`src/rtl/ddps_pkg.sv`:
```
// Constants, register map and types of the drive power-up and select block.
package ddps_pkg;

  //////////////////////////////////////////////////////////////////////////
  // Timing, taken from the 40 MHz pclk.
  localparam int CLK_HZ          = 40_000_000;
  localparam int SPIN_LIMIT_S    = 10;
  localparam int SPIN_LIMIT_CYC  = SPIN_LIMIT_S * CLK_HZ;
  localparam int RECAL_STEP_NS   = 3000;
  localparam int RECAL_STEP_CYC  = (RECAL_STEP_NS * (CLK_HZ / 1_000_000)
                                    + 999) / 1000;
  localparam int SETTLE_MS       = 5;
  localparam int SETTLE_CYC      = SETTLE_MS * (CLK_HZ / 1000);
  localparam int MFM_HALF_CYC    = 4;

  //////////////////////////////////////////////////////////////////////////
  // Geometry.
  localparam int CYL_W           = 10;
  localparam int CYL_LAST        = 917;
  localparam int UNIT_W          = 2;

  //////////////////////////////////////////////////////////////////////////
  // Register byte offsets and fields.
  localparam logic [7:0] OFS_CTRL    = 8'h00;
  localparam logic [7:0] OFS_STATUS  = 8'h04;
  localparam logic [7:0] OFS_IRQ_ST  = 8'h08;
  localparam logic [7:0] OFS_IRQ_CLR = 8'h0c;
  localparam logic [7:0] OFS_IRQ_EN  = 8'h10;
  localparam logic [UNIT_W-1:0] CTRL_RST = 2'h0;
  localparam int ST_STATE_LSB    = 0;
  localparam int ST_CYL_LSB      = 4;
  localparam int ST_HEAD_LSB     = 16;
  localparam int ST_WRITE_BIT    = 20;
  localparam int ST_SEL_BIT      = 21;
  localparam int ST_SEEKD_BIT    = 22;
  localparam int IRQ_READY       = 0;
  localparam int IRQ_SPINFAIL    = 1;
  localparam int IRQ_PWRLOSS     = 2;
  localparam int IRQ_REFUSED     = 3;
  localparam int IRQ_W           = 4;
  localparam logic [IRQ_W-1:0] IRQ_EN_RST = 4'h0;

  //////////////////////////////////////////////////////////////////////////
  // Sequencer states.
  typedef enum logic [2:0] {
    ST_PARKED,
    ST_SPINUP,
    ST_RECAL,
    ST_READY,
    ST_FAILED
  } ddps_state_e;

  // Cable inputs, all active low as they arrive.
  typedef struct packed {
    logic [3:0] drive_sel_n;
    logic [3:0] head_sel_n;
    logic       write_gate_n;
    logic       step_n;
    logic       dir_in_n;
  } ddps_cable_s;

  // Open-collector enables, low while the line is pulled low.
  typedef struct packed {
    logic ready_oe_n;
    logic seek_done_oe_n;
    logic cyl0_oe_n;
    logic wfault_oe_n;
    logic index_oe_n;
  } ddps_stat_oe_s;

  // Supply and mechanism sense inputs, active high.
  typedef struct packed {
    logic supply5_ok;
    logic supply12_ok;
    logic speed_min_ok;
    logic speed_full;
    logic track0_sense;
    logic index_sense;
    logic wfault_sense;
  } ddps_sense_s;

endpackage

```
`src/rtl/ddps_top.sv`:
```
// Power-up sequencer, unit select and cable status of a fixed disk drive.
`timescale 1ns/1ps
`default_nettype none
module ddps_top #(
  parameter int SPIN_CYC   = ddps_pkg::SPIN_LIMIT_CYC,
  parameter int SETTLE_CYC = ddps_pkg::SETTLE_CYC,
  parameter int CYL_LAST   = ddps_pkg::CYL_LAST
) (
  input  wire logic                   pclk,
  input  wire logic                   presetn,
  input  wire logic                   psel,
  input  wire logic                   penable,
  input  wire logic                   pwrite,
  input  wire logic [7:0]             paddr,
  input  wire logic [31:0]            pwdata,
  output var  logic [31:0]            prdata,
  output logic                        pready,
  output logic                        pslverr,
  input  wire ddps_pkg::ddps_sense_s  sense,
  input  wire ddps_pkg::ddps_cable_s  cable,
  output logic                        stat_level,
  output ddps_pkg::ddps_stat_oe_s     stat_oe,
  input  wire logic                   read_bit,
  input  wire logic                   read_bit_stb,
  output logic                        rd_p,
  output logic                        rd_n,
  output var  logic                   spindle_pwr_en,
  output var  logic                   lock_release,
  output var  logic                   retract_cmd,
  output var  logic                   step_pulse,
  output var  logic                   step_inward,
  output var  logic [3:0]             head_num,
  output var  logic                   write_active,
  output logic                        irq
);
  import ddps_pkg::*;

  ////////////////////////////////////////////////////////////////////////////
  // Declarations.
  ddps_state_e          state_reg;
  ddps_state_e          state_next;
  logic [31:0]          spin_cnt_reg;
  logic [15:0]          recal_cnt_reg;
  logic [31:0]          settle_cnt_reg;
  logic [CYL_W-1:0]     cyl_reg;
  logic [CYL_W-1:0]     cyl_next;
  logic                 ready_reg;
  logic                 seek_done_reg;
  logic                 cyl0_reg;
  logic                 step_n_q_reg;
  logic [UNIT_W-1:0]    unit_reg;
  logic [IRQ_W-1:0]     irq_st_reg;
  logic [IRQ_W-1:0]     irq_en_reg;
  logic [IRQ_W-1:0]     irq_ev;
  logic [31:0]          rd_word;

  ////////////////////////////////////////////////////////////////////////////
  // Cylinder arithmetic shared by recalibration and host steps; it
  // saturates at both ends so a runaway step train cannot wrap.
  function automatic logic [CYL_W-1:0] cyl_move(
    input logic [CYL_W-1:0] cur,
    input logic             inward
  );
    logic [CYL_W-1:0] last;
    last = CYL_W'(CYL_LAST);
    if (inward)
      cyl_move = (cur == last) ? cur : cur + 1'b1;
    else
      cyl_move = (cur == '0) ? cur : cur - 1'b1;
  endfunction

  ////////////////////////////////////////////////////////////////////////////
  // Supplies and unit select. The select line is low true, and the unit
  // address comes from the control register in place of a jumper.
  wire power_ok  = sense.supply5_ok & sense.supply12_ok;
  wire unit_sel  = ~cable.drive_sel_n[unit_reg];
  wire step_fall = step_n_q_reg & ~cable.step_n;
  wire host_step = step_fall & unit_sel;
  wire step_ok   = host_step & ready_reg;
  wire step_bad  = host_step & ~ready_reg;
  wire dir_in    = ~cable.dir_in_n;
  wire settled   = settle_cnt_reg == 32'h0;

  ////////////////////////////////////////////////////////////////////////////
  // Sequencer next state. A supply loss from any state parks the heads.
  wire spin_out  = spin_cnt_reg == 32'(SPIN_CYC - 1);
  always_comb begin
    state_next = state_reg;
    case (state_reg)
      ST_PARKED: begin
        if (power_ok)
          state_next = ST_SPINUP;
      end
      ST_SPINUP: begin
        if (!power_ok)
          state_next = ST_PARKED;
        else if (sense.speed_full)
          state_next = ST_RECAL;
        else if (spin_out && !sense.speed_min_ok)
          state_next = ST_FAILED;
      end
      ST_RECAL: begin
        if (!power_ok)
          state_next = ST_PARKED;
        else if (sense.track0_sense)
          state_next = ST_READY;
      end
      ST_READY: begin
        if (!power_ok)
          state_next = ST_PARKED;
      end
      ST_FAILED: begin
        // Only a supply cycle leaves the shutdown.
        if (!power_ok)
          state_next = ST_PARKED;
      end
      default: state_next = ST_PARKED;
    endcase
  end

  // The state register itself.
  always_ff @(posedge pclk or negedge presetn) begin
    if (!presetn)
      state_reg <= ST_PARKED;
    else
      state_reg <= state_next;
  end

  ////////////////////////////////////////////////////////////////////////////
  // Spin-up timeout counter, running only while the spindle comes up.
  always_ff @(posedge pclk or negedge presetn) begin
    if (!presetn)
      spin_cnt_reg <= 32'h0;
    else if (state_reg != ST_SPINUP)
      spin_cnt_reg <= 32'h0;
    else if (!spin_out)
      spin_cnt_reg <= spin_cnt_reg + 32'h1;
  end

  // Recalibration step pacing: one outward step per interval until the
  // track zero sense comes true.
  wire recal_tick = (state_reg == ST_RECAL) &&
                    (recal_cnt_reg == 16'(RECAL_STEP_CYC - 1));
  wire recal_step = recal_tick & ~sense.track0_sense;
  always_ff @(posedge pclk or negedge presetn) begin
    if (!presetn)
      recal_cnt_reg <= 16'h0;
    else if (state_reg != ST_RECAL || recal_tick)
      recal_cnt_reg <= 16'h0;
    else
      recal_cnt_reg <= recal_cnt_reg + 16'h1;
  end

  ////////////////////////////////////////////////////////////////////////////
  // Cylinder position. Recalibration forces zero on completion; host steps
  // count only once ready, so steps during recalibration leave the cylinder unchanged.
  always_comb begin
    cyl_next = cyl_reg;
    if (state_next == ST_READY && state_reg == ST_RECAL)
      cyl_next = '0;
    else if (recal_step)
      cyl_next = cyl_move(cyl_reg, 1'b0);
    else if (step_ok)
      cyl_next = cyl_move(cyl_reg, dir_in);
  end

  // Position register.
  always_ff @(posedge pclk or negedge presetn) begin
    if (!presetn)
      cyl_reg <= '0;
    else
      cyl_reg <= cyl_next;
  end

  // Settle timer, reloaded by every accepted step so a buffered train of
  // steps keeps seek-done low until the last one has settled.
  always_ff @(posedge pclk or negedge presetn) begin
    if (!presetn)
      settle_cnt_reg <= 32'h0;
    else if (state_next != ST_READY)
      settle_cnt_reg <= 32'h0;
    else if (step_ok)
      settle_cnt_reg <= 32'(SETTLE_CYC);
    else if (!settled)
      settle_cnt_reg <= settle_cnt_reg - 32'h1;
  end

  ////////////////////////////////////////////////////////////////////////////
  // Status flags. All three come from state_next in one cycle, so at the
  // end of recalibration they rise on the same edge.
  always_ff @(posedge pclk or negedge presetn) begin
    if (!presetn) begin
      ready_reg     <= 1'b0;
      seek_done_reg <= 1'b0;
      cyl0_reg      <= 1'b0;
    end else begin
      ready_reg     <= state_next == ST_READY;
      seek_done_reg <= (state_next == ST_READY) && !step_ok &&
                       (settle_cnt_reg <= 32'h1);
      cyl0_reg      <= (state_next == ST_READY) &&
                       (cyl_next == '0);
    end
  end

  ////////////////////////////////////////////////////////////////////////////
  // Mechanism outputs. The latch stays engaged until the spindle is at
  // speed again; retraction is held for as long as the heads are parked.
  // A step that meets a supply loss is dropped, as the latch is closing.
  always_ff @(posedge pclk or negedge presetn) begin
    if (!presetn) begin
      spindle_pwr_en <= 1'b0;
      lock_release   <= 1'b0;
      retract_cmd    <= 1'b1;
      step_pulse     <= 1'b0;
      step_inward    <= 1'b0;
    end else begin
      spindle_pwr_en <= sense.supply12_ok &&
                        (state_next == ST_SPINUP ||
                         state_next == ST_RECAL ||
                         state_next == ST_READY);
      lock_release   <= state_next == ST_RECAL ||
                        state_next == ST_READY;
      retract_cmd    <= state_next == ST_PARKED;
      step_pulse     <= (recal_step | step_ok) &
                        power_ok;
      step_inward    <= step_ok & dir_in &
                        power_ok;
    end
  end

  ////////////////////////////////////////////////////////////////////////////
  // Head number and write enable, taken only by the selected unit. The
  // lines are low true, so an open cable reads as head 0 and reading.
  always_ff @(posedge pclk or negedge presetn) begin
    if (!presetn) begin
      head_num     <= 4'h0;
      write_active <= 1'b0;
      step_n_q_reg <= 1'b1;
    end else begin
      step_n_q_reg <= cable.step_n;
      if (unit_sel)
        head_num <= ~cable.head_sel_n;
      write_active <= unit_sel & ready_reg & seek_done_reg &
                      ~cable.write_gate_n;
    end
  end

  ////////////////////////////////////////////////////////////////////////////
  // Open-collector status lines: the level is always low and only the
  // selected unit ever pulls them.
  assign stat_level             = 1'b0;
  assign stat_oe.ready_oe_n     = ~(unit_sel & ready_reg);
  assign stat_oe.seek_done_oe_n = ~(unit_sel & seek_done_reg);
  assign stat_oe.cyl0_oe_n      = ~(unit_sel & cyl0_reg);
  assign stat_oe.wfault_oe_n    = ~(unit_sel & sense.wfault_sense);
  assign stat_oe.index_oe_n     = ~(unit_sel & sense.index_sense);

  ////////////////////////////////////////////////////////////////////////////
  // Read stream. It is muted while writing or not ready, since the read
  // channel then carries nothing the controller should decode.
  ddps_mfm_enc #(
    .HALF_CYC (MFM_HALF_CYC)
  ) u_mfm (
    .pclk    (pclk),
    .presetn (presetn),
    .bit_stb (read_bit_stb),
    .bit_in  (read_bit),
    .enable  (ready_reg & ~write_active),
    .rd_p    (rd_p),
    .rd_n    (rd_n)
  );

  ////////////////////////////////////////////////////////////////////////////
  // Interrupt events and sticky status; a new event beats a clear.
  assign irq_ev[IRQ_READY]    = (state_reg == ST_RECAL) &&
                                (state_next == ST_READY);
  assign irq_ev[IRQ_SPINFAIL] = (state_reg == ST_SPINUP) &&
                                (state_next == ST_FAILED);
  assign irq_ev[IRQ_PWRLOSS]  = (state_reg != ST_PARKED) &&
                                (state_next == ST_PARKED);
  assign irq_ev[IRQ_REFUSED]  = step_bad;
  assign irq = |(irq_st_reg & irq_en_reg);

  ////////////////////////////////////////////////////////////////////////////
  // APB decode. Zero wait states; an unknown offset answers with pslverr.
  wire acc      = psel & penable;
  wire wr_acc   = acc & pwrite;
  wire hit_ctrl = paddr == OFS_CTRL;
  wire hit_stat = paddr == OFS_STATUS;
  wire hit_ist  = paddr == OFS_IRQ_ST;
  wire hit_iclr = paddr == OFS_IRQ_CLR;
  wire hit_ien  = paddr == OFS_IRQ_EN;
  wire hit_any  = hit_ctrl | hit_stat | hit_ist | hit_iclr | hit_ien;
  wire [IRQ_W-1:0] clr_bits = (wr_acc & hit_iclr) ?
                              pwdata[IRQ_W-1:0] : '0;
  assign pready  = 1'b1;
  assign pslverr = acc & ~hit_any;

  // Read mux; the clear register is write-only and reads as zero.
  always_comb begin
    rd_word = 32'h0;
    if (hit_ctrl)
      rd_word[UNIT_W-1:0] = unit_reg;
    else if (hit_stat) begin
      rd_word[ST_STATE_LSB +: 3]     = state_reg;
      rd_word[ST_CYL_LSB +: CYL_W]   = cyl_reg;
      rd_word[ST_HEAD_LSB +: 4]      = head_num;
      rd_word[ST_WRITE_BIT]          = write_active;
      rd_word[ST_SEL_BIT]            = unit_sel;
      rd_word[ST_SEEKD_BIT]          = seek_done_reg;
    end else if (hit_ist)
      rd_word[IRQ_W-1:0] = irq_st_reg;
    else if (hit_ien)
      rd_word[IRQ_W-1:0] = irq_en_reg;
  end

  // Read data is captured in the setup cycle and stands in the access.
  always_ff @(posedge pclk or negedge presetn) begin
    if (!presetn)
      prdata <= 32'h0;
    else if (psel && !penable && !pwrite)
      prdata <= rd_word;
  end

  // Writable registers and sticky interrupt status.
  always_ff @(posedge pclk or negedge presetn) begin
    if (!presetn) begin
      unit_reg   <= CTRL_RST;
      irq_en_reg <= IRQ_EN_RST;
      irq_st_reg <= '0;
    end else begin
      if (wr_acc && hit_ctrl)
        unit_reg <= pwdata[UNIT_W-1:0];
      if (wr_acc && hit_ien)
        irq_en_reg <= pwdata[IRQ_W-1:0];
      irq_st_reg <= (irq_st_reg & ~clr_bits) | irq_ev;
    end
  end

endmodule // ddps_top
`default_nettype wire

```
`src/rtl/ddps_mfm_enc.sv`:
```
// MFM encoder that drives recovered read bits onto a differential pair.
`timescale 1ns/1ps
`default_nettype none
module ddps_mfm_enc #(
  parameter int HALF_CYC = ddps_pkg::MFM_HALF_CYC
) (
  input  wire logic pclk,
  input  wire logic presetn,
  input  wire logic bit_stb,
  input  wire logic bit_in,
  input  wire logic enable,
  output var  logic rd_p,
  output var  logic rd_n
);
  import ddps_pkg::*;

  logic [7:0] half_cnt_reg;
  logic       prev_reg;
  logic       second_reg;
  logic       pulse_reg;
  logic       data_bit_reg;
  wire        clock_bit = ~prev_reg & ~bit_in;
  wire        half_end  = half_cnt_reg == 8'(HALF_CYC - 1);

  ////////////////////////////////////////////////////////////////////////////
  // A clock half-cell goes out first, the data half-cell after it. A
  // strobe that comes before the cell ends restarts the cell.
  always_ff @(posedge pclk or negedge presetn) begin
    if (!presetn) begin
      half_cnt_reg <= 8'h00;
      prev_reg     <= 1'b0;
      second_reg   <= 1'b0;
      pulse_reg    <= 1'b0;
      data_bit_reg <= 1'b0;
    end else if (enable && bit_stb) begin
      prev_reg     <= bit_in;
      data_bit_reg <= bit_in;
      pulse_reg    <= clock_bit;
      second_reg   <= 1'b1;
      half_cnt_reg <= 8'h00;
    end else if (half_end) begin
      pulse_reg    <= second_reg & data_bit_reg & enable;
      second_reg   <= 1'b0;
      half_cnt_reg <= 8'h00;
    end else begin
      half_cnt_reg <= half_cnt_reg + 8'h01;
    end
  end

  // The pair is kept complementary from reset onward.
  always_ff @(posedge pclk or negedge presetn) begin
    if (!presetn) begin
      rd_p <= 1'b0;
      rd_n <= 1'b1;
    end else begin
      rd_p <= pulse_reg;
      rd_n <= ~pulse_reg;
    end
  end

endmodule // ddps_mfm_enc
`default_nettype wire

```
`config.mk`:
```
export PLATFORM = sky130hd
export DESIGN_NAME = ddps_top
export DESIGN_NICKNAME = d
export VERILOG_FILES = /design/src/rtl/ddps_pkg.sv /design/src/rtl/ddps_top.sv /design/src/rtl/ddps_mfm_enc.sv
export SDC_FILE = /design/constraint.sdc
export NUM_CORES = 1
export LEC_CHECK = 0
export ABC_AREA = 1
export BUFFER_PORTS_ARGS = -buffer_cell sky130_fd_sc_hd__buf_2
export CORE_MARGIN = 2
export CORE_UTILIZATION = 30
export DETAILED_ROUTE_END_ITERATION = 10
export PLACE_DENSITY = 0.52
export REMOVE_ABC_BUFFERS = 1
export SYNTH_ARGS = -nofsm -noshare
export SYNTH_HDL_FRONTEND = slang
export SYNTH_SLANG_ARGS = --single-unit
```
`constraint.sdc`:
```
create_clock -name pclk -period 1.84 [get_ports pclk]
set_input_delay 0.092 -clock pclk [delete_from_list [all_inputs] [get_ports pclk]]
set_output_delay 0.092 -clock pclk [all_outputs]
set_load 0.01 [all_outputs]
```
==> results of run 1 <==
==> layer usage <==
metal  global-route usage, %  part of all wire [%]  up-vias
met2                    26.4                    45      171
met5                       0                 0.055        -
met3                    3.21                   4.9       16
met1                    22.5                    49     3858
li1                        -                     -     4123
met4                    4.06                   1.0        2
==> per-stage QoR <==
step / setup TNS, ps / hold slack [ps] / cells / setup WS, ps / util [%]
6_report: -551 / 25.3 / 1762 / -118 / 40.9
2_1_floorplan: -236 / -204 / 1117 / -147 / -
3_3_place_gp: -78.2 / 48.9 / 1697 / -42.4 / 36.6
3_5_place_dp: -105 / 42.2 / 1697 / -48.6 / 36.6
4_1_cts: -197 / 6.09 / 1751 / -38.5 / 39.5
5_1_grt: -2280 / 35.0 / 1761 / -218 / 40.9
==> area by class of cell <==
class                      count  area, µm²  area share, %
sequential                   151       3790           33.2
tap                          378        473           4.15
multi-input combinational    810       4290           37.6
inverter                     156        593           5.20
timing repair inverter         1       7.51         0.0658
clock inverter                14        130           1.14
timing repair buffer         233       1680           14.8
antenna                        1       2.50         0.0219
clock buffer                  18        439           3.85
==> worst min path at each step <==
| stage | from | end | cells past startpoint |
|---|---|---|---|
| floorplan | presetn | cyl0_reg$_DFF_PN0_ | 0 |
| global route | cable[0] | step_inward$_DFF_PN0_ | 2 |
| global placement | presetn | u_mfm.half_cnt_reg[0]$_DFF_PN0_ | 1 |
| finish | pwdata[1] | irq_en_reg[1]$_DFFE_PN0P_ | 3 |
| CTS | pwdata[2] | irq_en_reg[2]$_DFFE_PN0P_ | 3 |
| detailed placement | presetn | u_mfm.half_cnt_reg[0]$_DFF_PN0_ | 1 |
==> logic make-up after synthesis <==
logic type	Yosys count	share of synthesized area, %
fa+ha+maj	8	1.17
xor+xnor	33	3.39
other cells	2	0.0880
compound gates	144	9.14
buf+inv	189	9.52
simple gates	612	32.4
flops	151	44.3
==> cells in the mapped netlist (3+ instances only) <==
library cell	n	area, µm²
nor4_1	10	62.6
nor2_4	4	45.0
nand3_2	5	50.1
nand2_1	246	923
buf_6	6	67.6
dfstp_2	3	78.8
clkbuf_1	7	26.3
nor2_1	164	616
inv_2	9	33.8
o21ai_0	59	295
o21ai_1	7	35.0
dfrtp_1	148	3700
nor3_1	34	170
ha_1	8	100
nand2_2	6	37.5
nand4_1	26	163
a211oi_1	3	22.5
nand3_1	87	435
buf_4	13	97.6
nor2_2	7	43.8
nor3_2	8	80.1
a21oi_1	55	275
o211ai_1	3	22.5
a31oi_1	5	31.3
xnor2_1	11	96.3
xor2_1	22	193
buf_2	7	35.0
inv_1	145	544
==> repair_timing <==
action                     CTS  global route
hold endpoints to repair   123             1
pin swaps                    2            27
gates resized for setup     12           102
setup endpoints to repair    9            56
setup buffers                9            10
gates cloned                 1             0
hold buffers                12             1
==> critical path, stage by stage, from the launching register on <==
cell and delay, ps:
dfrtp_1 400, nor2_2 160, nand3_2 90, nor2_2 130, nand4_1 180, nor2_4 250, clkinvlp_4 220, buf_6 170
a21oi_2 110, a21oi_1 50, nand2_1 60, inv_1 30
==> power by group through the flow <==
stage	combinational (mW)	clock [mW]	sequential, mW
finish	1.25	3.43	3.64
global route	1.42	3.66	3.66
CTS	1.21	3.53	3.63
detailed placement	1.17	0	3.70
global placement	1.16	0	3.69
floorplan	0.589	0	3.70
==> impl_metrics.csv, run 1 <==
group,metric,value,unit
route,post_drt_wl_per_cell,13.4,µm
sta,max_slew_margin,66.1,%
setup_path,r2r_slack,-120,ps
logic_synthesis,ys.warnings.count,0,
sta,setup_violations,12,
route,vias,8170,
clock_tree,clock_latency,430,ps
place,place_congestion,0.853,
global_route,grt_overflow,0,
setup_path,cp_data_arrival_time,2280,ps
job,maxCapViolCount,0,
logic_synthesis,ys_ff_latch,151,
sta,timing.fmax,511,MHz
setup_path,endpoint_kind,"register",
route,drtPass1Iterations,5,
logic_synthesis,synth_cells,1139,
setup_path,r2r.worst_path.cells,11,
worst_hold_path,worstHoldPathType,"primary input to register",
setup_path,critPathKind,"register to register",
layout,fillerInstances,2871,
global_route,grt_max_degree,46,
setup_path,crit_start,"settle_cnt_reg[28]$_DFFE_PN0P_",
floorplanning,die_w,173,µm
logic_synthesis,async_reset_ff_share,100,%
clock_tree,cts.path.max_buffers,2,
layout,final_cell_mix,"nand2_1 (235), dfrtp_1 (144), inv_1 (137), buf_4 (133), nor2_1 (128)",
global_route,grt_pass1_vias,8103,
global_route,antenna_found_initial,1,
clock_tree,cts_sinks,151,
layout,area_growth,33.7,%
sta,final_max_slew_viol_count,0,
clock_tree,cts_made_buffers,17,
logic_synthesis,ys_seq_area_share,44.3,%
layout,nNetsFinal,1443,
pwr,p_sw,2.47,mW
floorplanning,die_h,173,µm
place,numPortBuffers,76,
layout,layout_commonest_cell,"nand2_1",
setup_path,cp-start-kind,"register",
logic_synthesis,synth.cell_area,8530,µm²
setup_path,r2r-start,"settle_cnt_reg[28]$_DFFE_PN0P_",
pwr,p_comb_share,15.0,%
floorplanning,dieArea,29800,µm²
floorplanning,row_count,61,
setup_path,reg2reg_to,"settle_cnt_reg[5]$_DFFE_PN0P_",
sta,worst_slack,-118,ps
route,routed_via_density,4.64,
setup_path,endpoint,"settle_cnt_reg[5]$_DFFE_PN0P_",
clock_tree,path_clk_slew,70,ps
clock_tree,cts.htree.levels,4,
global_route,grt_pass1_wl,40.2,mm
clock_tree,cts_tree,"done",
logic_synthesis,synth_edf_count,0,
pwr,p_seq_share,43.8,%
outcome,violations,"negative setup slack",
global_route,grtUsageTotal,16.3,%
pwr,clock_power_share,41.3,%
floorplanning,fp.coreArea,27900,µm²
pwr,peakVddDrop,0.651,mV
sta,rsz0062_at_grt,"true",
route,drc,0,
logic_synthesis,ys.flop_type,"dfrtp_1",
clock_tree,cts_root_buf,"clkbuf_16",
sta,hold_violations,0,
logic_synthesis,avgSynthCellArea,7.49,µm²
floorplanning,initial_core_util,30.6,%
logic_synthesis,ys_types,49,
sta,finalCriticalPeriod,1960,ps
outcome,status,"finished with violations",
place,dp_hpwl,17.5,mm
pwr,cellPowerDensity,729,nW/µm²
sta,fin_worst_skew,13.2,ps
route,drt_wl_total,23.6,mm
pwr,totalPowerFinal,8.32,mW
layout,stdcell_area,11400,µm²
floorplanning,num_io_pins,118,
sta,timing_worst_slew_pin_value,505,ps
sta,fin_crit_sh,106,%
route,drt-initial-drc-count,505,
pwr,p_sw_share,29.7,%
route,ant_nets,0,
layout,drive_gt1_share,28.1,%
setup_path,cp_max_fo,5,
pwr,leakage,5.68,nW
place,place_area,10200,µm²
pwr,p_int,5.85,mW
setup_path,crit_required,2160,ps
Note: power is estimated with default switching activity, not from simulation.
==> run 2, diff against run 1 <==
MAX_ROUTING_LAYER = met4   (was default)
==> run 2 against run 1 <==
Effect of this change:
- flip-flop and latch count stayed put
- cell area is 1.5% higher
- worst setup slack better by 63 ps
- maximum frequency is 3.3% higher
- highest routed layer is now met4
- die area stayed put
- the flow still finishes with violations (negative setup slack)
- largest cell class unchanged
- critical path type unchanged
- total power is 7.7% higher
- largest power group is now clock
- critical endpoint is now cyl0_reg$_DFF_PN0_
==> impl_metrics.csv, run 2 (same netlist as run 1, synthesis figures left out) <==
group,metric,value,unit
global_route,met3_usage,3.52,%
pwr,leakage,5.75,nW
layout,drive_gt1_share,28.8,%
setup_path,cp_slowest_cell,"dfrtp_1",
place,place_congestion,0.882,
global_route,grtUsageMet2,24.9,%
sta,rsz0062_at_grt,"true",
clock_tree,cts_sinks,151,
sta,finalCriticalPeriod,1890,ps
layout,layout_commonest_cell,"nand2_1",
route,vias,8102,
outcome,status,"finished with violations",
clock_tree,clock_latency,430,ps
sta,timing_worst_slew_pin_value,511,ps
route,drc,0,
floorplanning,initial_core_util,30.6,%
sta,final_max_slew_viol_count,0,
pwr,cellPowerDensity,773,nW/µm²
route,drt-initial-drc-count,432,
sta,hold_violations,0,
sta,max_slew_margin,65.6,%
global_route,grt_overflow,0,
job,maxCapViolCount,0,
setup_path,crit_start,"cyl_reg[1]$_DFF_PN0_",
worst_hold_path,worstHoldPathType,"primary input to register",
place,place_ws,-55.4,ps
sta,timing.fmax,528,MHz
global_route,grt_pass1_wl,39.5,mm
clock_tree,cts.path.max_buffers,2,
layout,final_cell_mix,"nand2_1 (225), dfrtp_1 (144), inv_1 (136), buf_4 (134), nor2_1 (130)",
setup_path,cp_data_arrival_time,2250,ps
outcome,violations,"negative setup slack",
floorplanning,fp.coreArea,27900,µm²
global_route,antenna_found_initial,0,
global_route,met1_usage,22.7,%
layout,stdcell_area,11600,µm²
clock_tree,path_clk_slew,60,ps
setup_path,crit_required,2190,ps
clock_tree,cts.htree.levels,4,
route,post_drt_wl_per_cell,13.3,µm
global_route,grt_pass1_vias,7861,
sta,setup_violations,8,
route,drt_wl_total,23.4,mm
setup_path,critPathKind,"register to register",
floorplanning,row_count,61,
layout,fillerInstances,2829,
floorplanning,dieArea,29800,µm²
sta,fin_worst_skew,11.9,ps
clock_tree,cts_tree,"done",
floorplanning,die_w,173,µm
sta,fin_crit_sh,103,%
setup_path,path_buf_inv,2,
route,drtPass1Iterations,4,
place,numPortBuffers,76,
clock_tree,cts_made_buffers,17,
sta,worst_slack,-54.5,ps
setup_path,critPathTopFamily,"simple AND/OR/NAND/NOR gates",
pwr,totalPowerFinal,8.95,mW
floorplanning,num_io_pins,118,
setup_path,cp-start-kind,"register",
pwr,peakVddDrop,0.449,mV
clock_tree,cts_root_buf,"clkbuf_16",
place,dp.cells,1698,
layout,layout.cells.non_filler,1763,
route,ant_nets,0,
setup_path,endpoint_kind,"register",
setup_path,crit_chain,"inv_2 -> ha_4 -> nand3_4 -> nor2_4 -> nand2_4 -> buf_4 -> nand3_1 -> nand2_1 -> nand3_1 -> nand2_1 -> nand2_2 -> nand2_2 -> nor2_4 -> nand2_1 -> nor2_1",
setup_path,path_common_cell,"nand2_1",
global_route,grt_max_degree,43,
place,place_area,10200,µm²
layout,seq_area,3790,µm²
place,dp_hpwl,17.4,mm
floorplanning,die_h,173,µm
setup_path,r2r-start,"cyl_reg[1]$_DFF_PN0_",
setup_path,cp_max_fo,6,
global_route,grtUsageTotal,16.6,%
setup_path,cp_slowest_stage_delay,400,ps
global_route,grt-busiest-layer,"met2",
layout,area_growth,35.7,%
worst_hold_path,holdCritStartpoint,"pwdata[2]",
route,routed_via_density,4.60,
layout,multiInputGateArea,4380,µm²
layout,nNetsFinal,1444,
run 2: worst paths after layout:
path / end / slack, ps / cells past startpoint
worst min register to register: u_mfm.rd_p$_DFF_PN0_ / 380 / 0
worst max register to register: cyl0_reg$_DFF_PN0_ / -50 / 15
max in group asynchronous: spin_cnt_reg[13]$_DFFE_PN0P_ / 1020 / 3
worst min-delay path: irq_en_reg[2]$_DFFE_PN0P_ / 20 / 3
min in group asynchronous: u_mfm.half_cnt_reg[2]$_DFF_PN0_ / 160 / 2
worst max-delay path: cyl0_reg$_DFF_PN0_ / -50 / 15
run 2: routing by layer:
layer,part of all wire [%],routed length [µm]
met5,0,0
met4,1.7,395
met3,4.4,1040
met1,49,11600
met2,44,10400
run 2: report_power, final:
group / internal [mW] / total (mW) / leakage [nW] / switching [mW]
sequential: 3.51 / 3.65 / 2.02 / 0.139
clock: 2.59 / 4.01 / 0.326 / 1.42
combinational: 0.539 / 1.29 / 3.40 / 0.754
total: 6.64 / 8.95 / 5.75 / 2.31
run 2: per-stage QoR:
stage                     TNS, ps  hold WS, ps  utilization, %
after floorplan              -236         -204               -
after global placement      -37.6         58.7            36.6
after detailed placement    -59.3         60.4            36.6
after CTS                   -20.7         9.32            39.7
after global routing        -2790         11.6            41.5
final                        -194         21.8            41.6
run 2: tightest hold or removal path, delay by kind of cell:
family	cells	cell delay [ps]
buffers and inverters	2	140
AO/OA/AOI/OAI	1	160
run 2: layout make-up:
class	count	share of cell area [%]
diodes	1	0.0216
clock buffers	21	3.89
clock inverters	11	1.90
inverters	156	5.14
multi-input cells	811	37.8
flip-flops and latches	151	32.7
well taps	378	4.09
repair buffers	233	14.4
repair inverters	1	0.0432
run 2: repair_timing:
action,in CTS,in global routing
cloned,1,1
pin swaps,3,36
hold buffers,12,0
gates resized for setup,12,125
endpoints found under the setup margin,5,49
endpoints found under the hold margin,109,0
buffers inserted,3,15
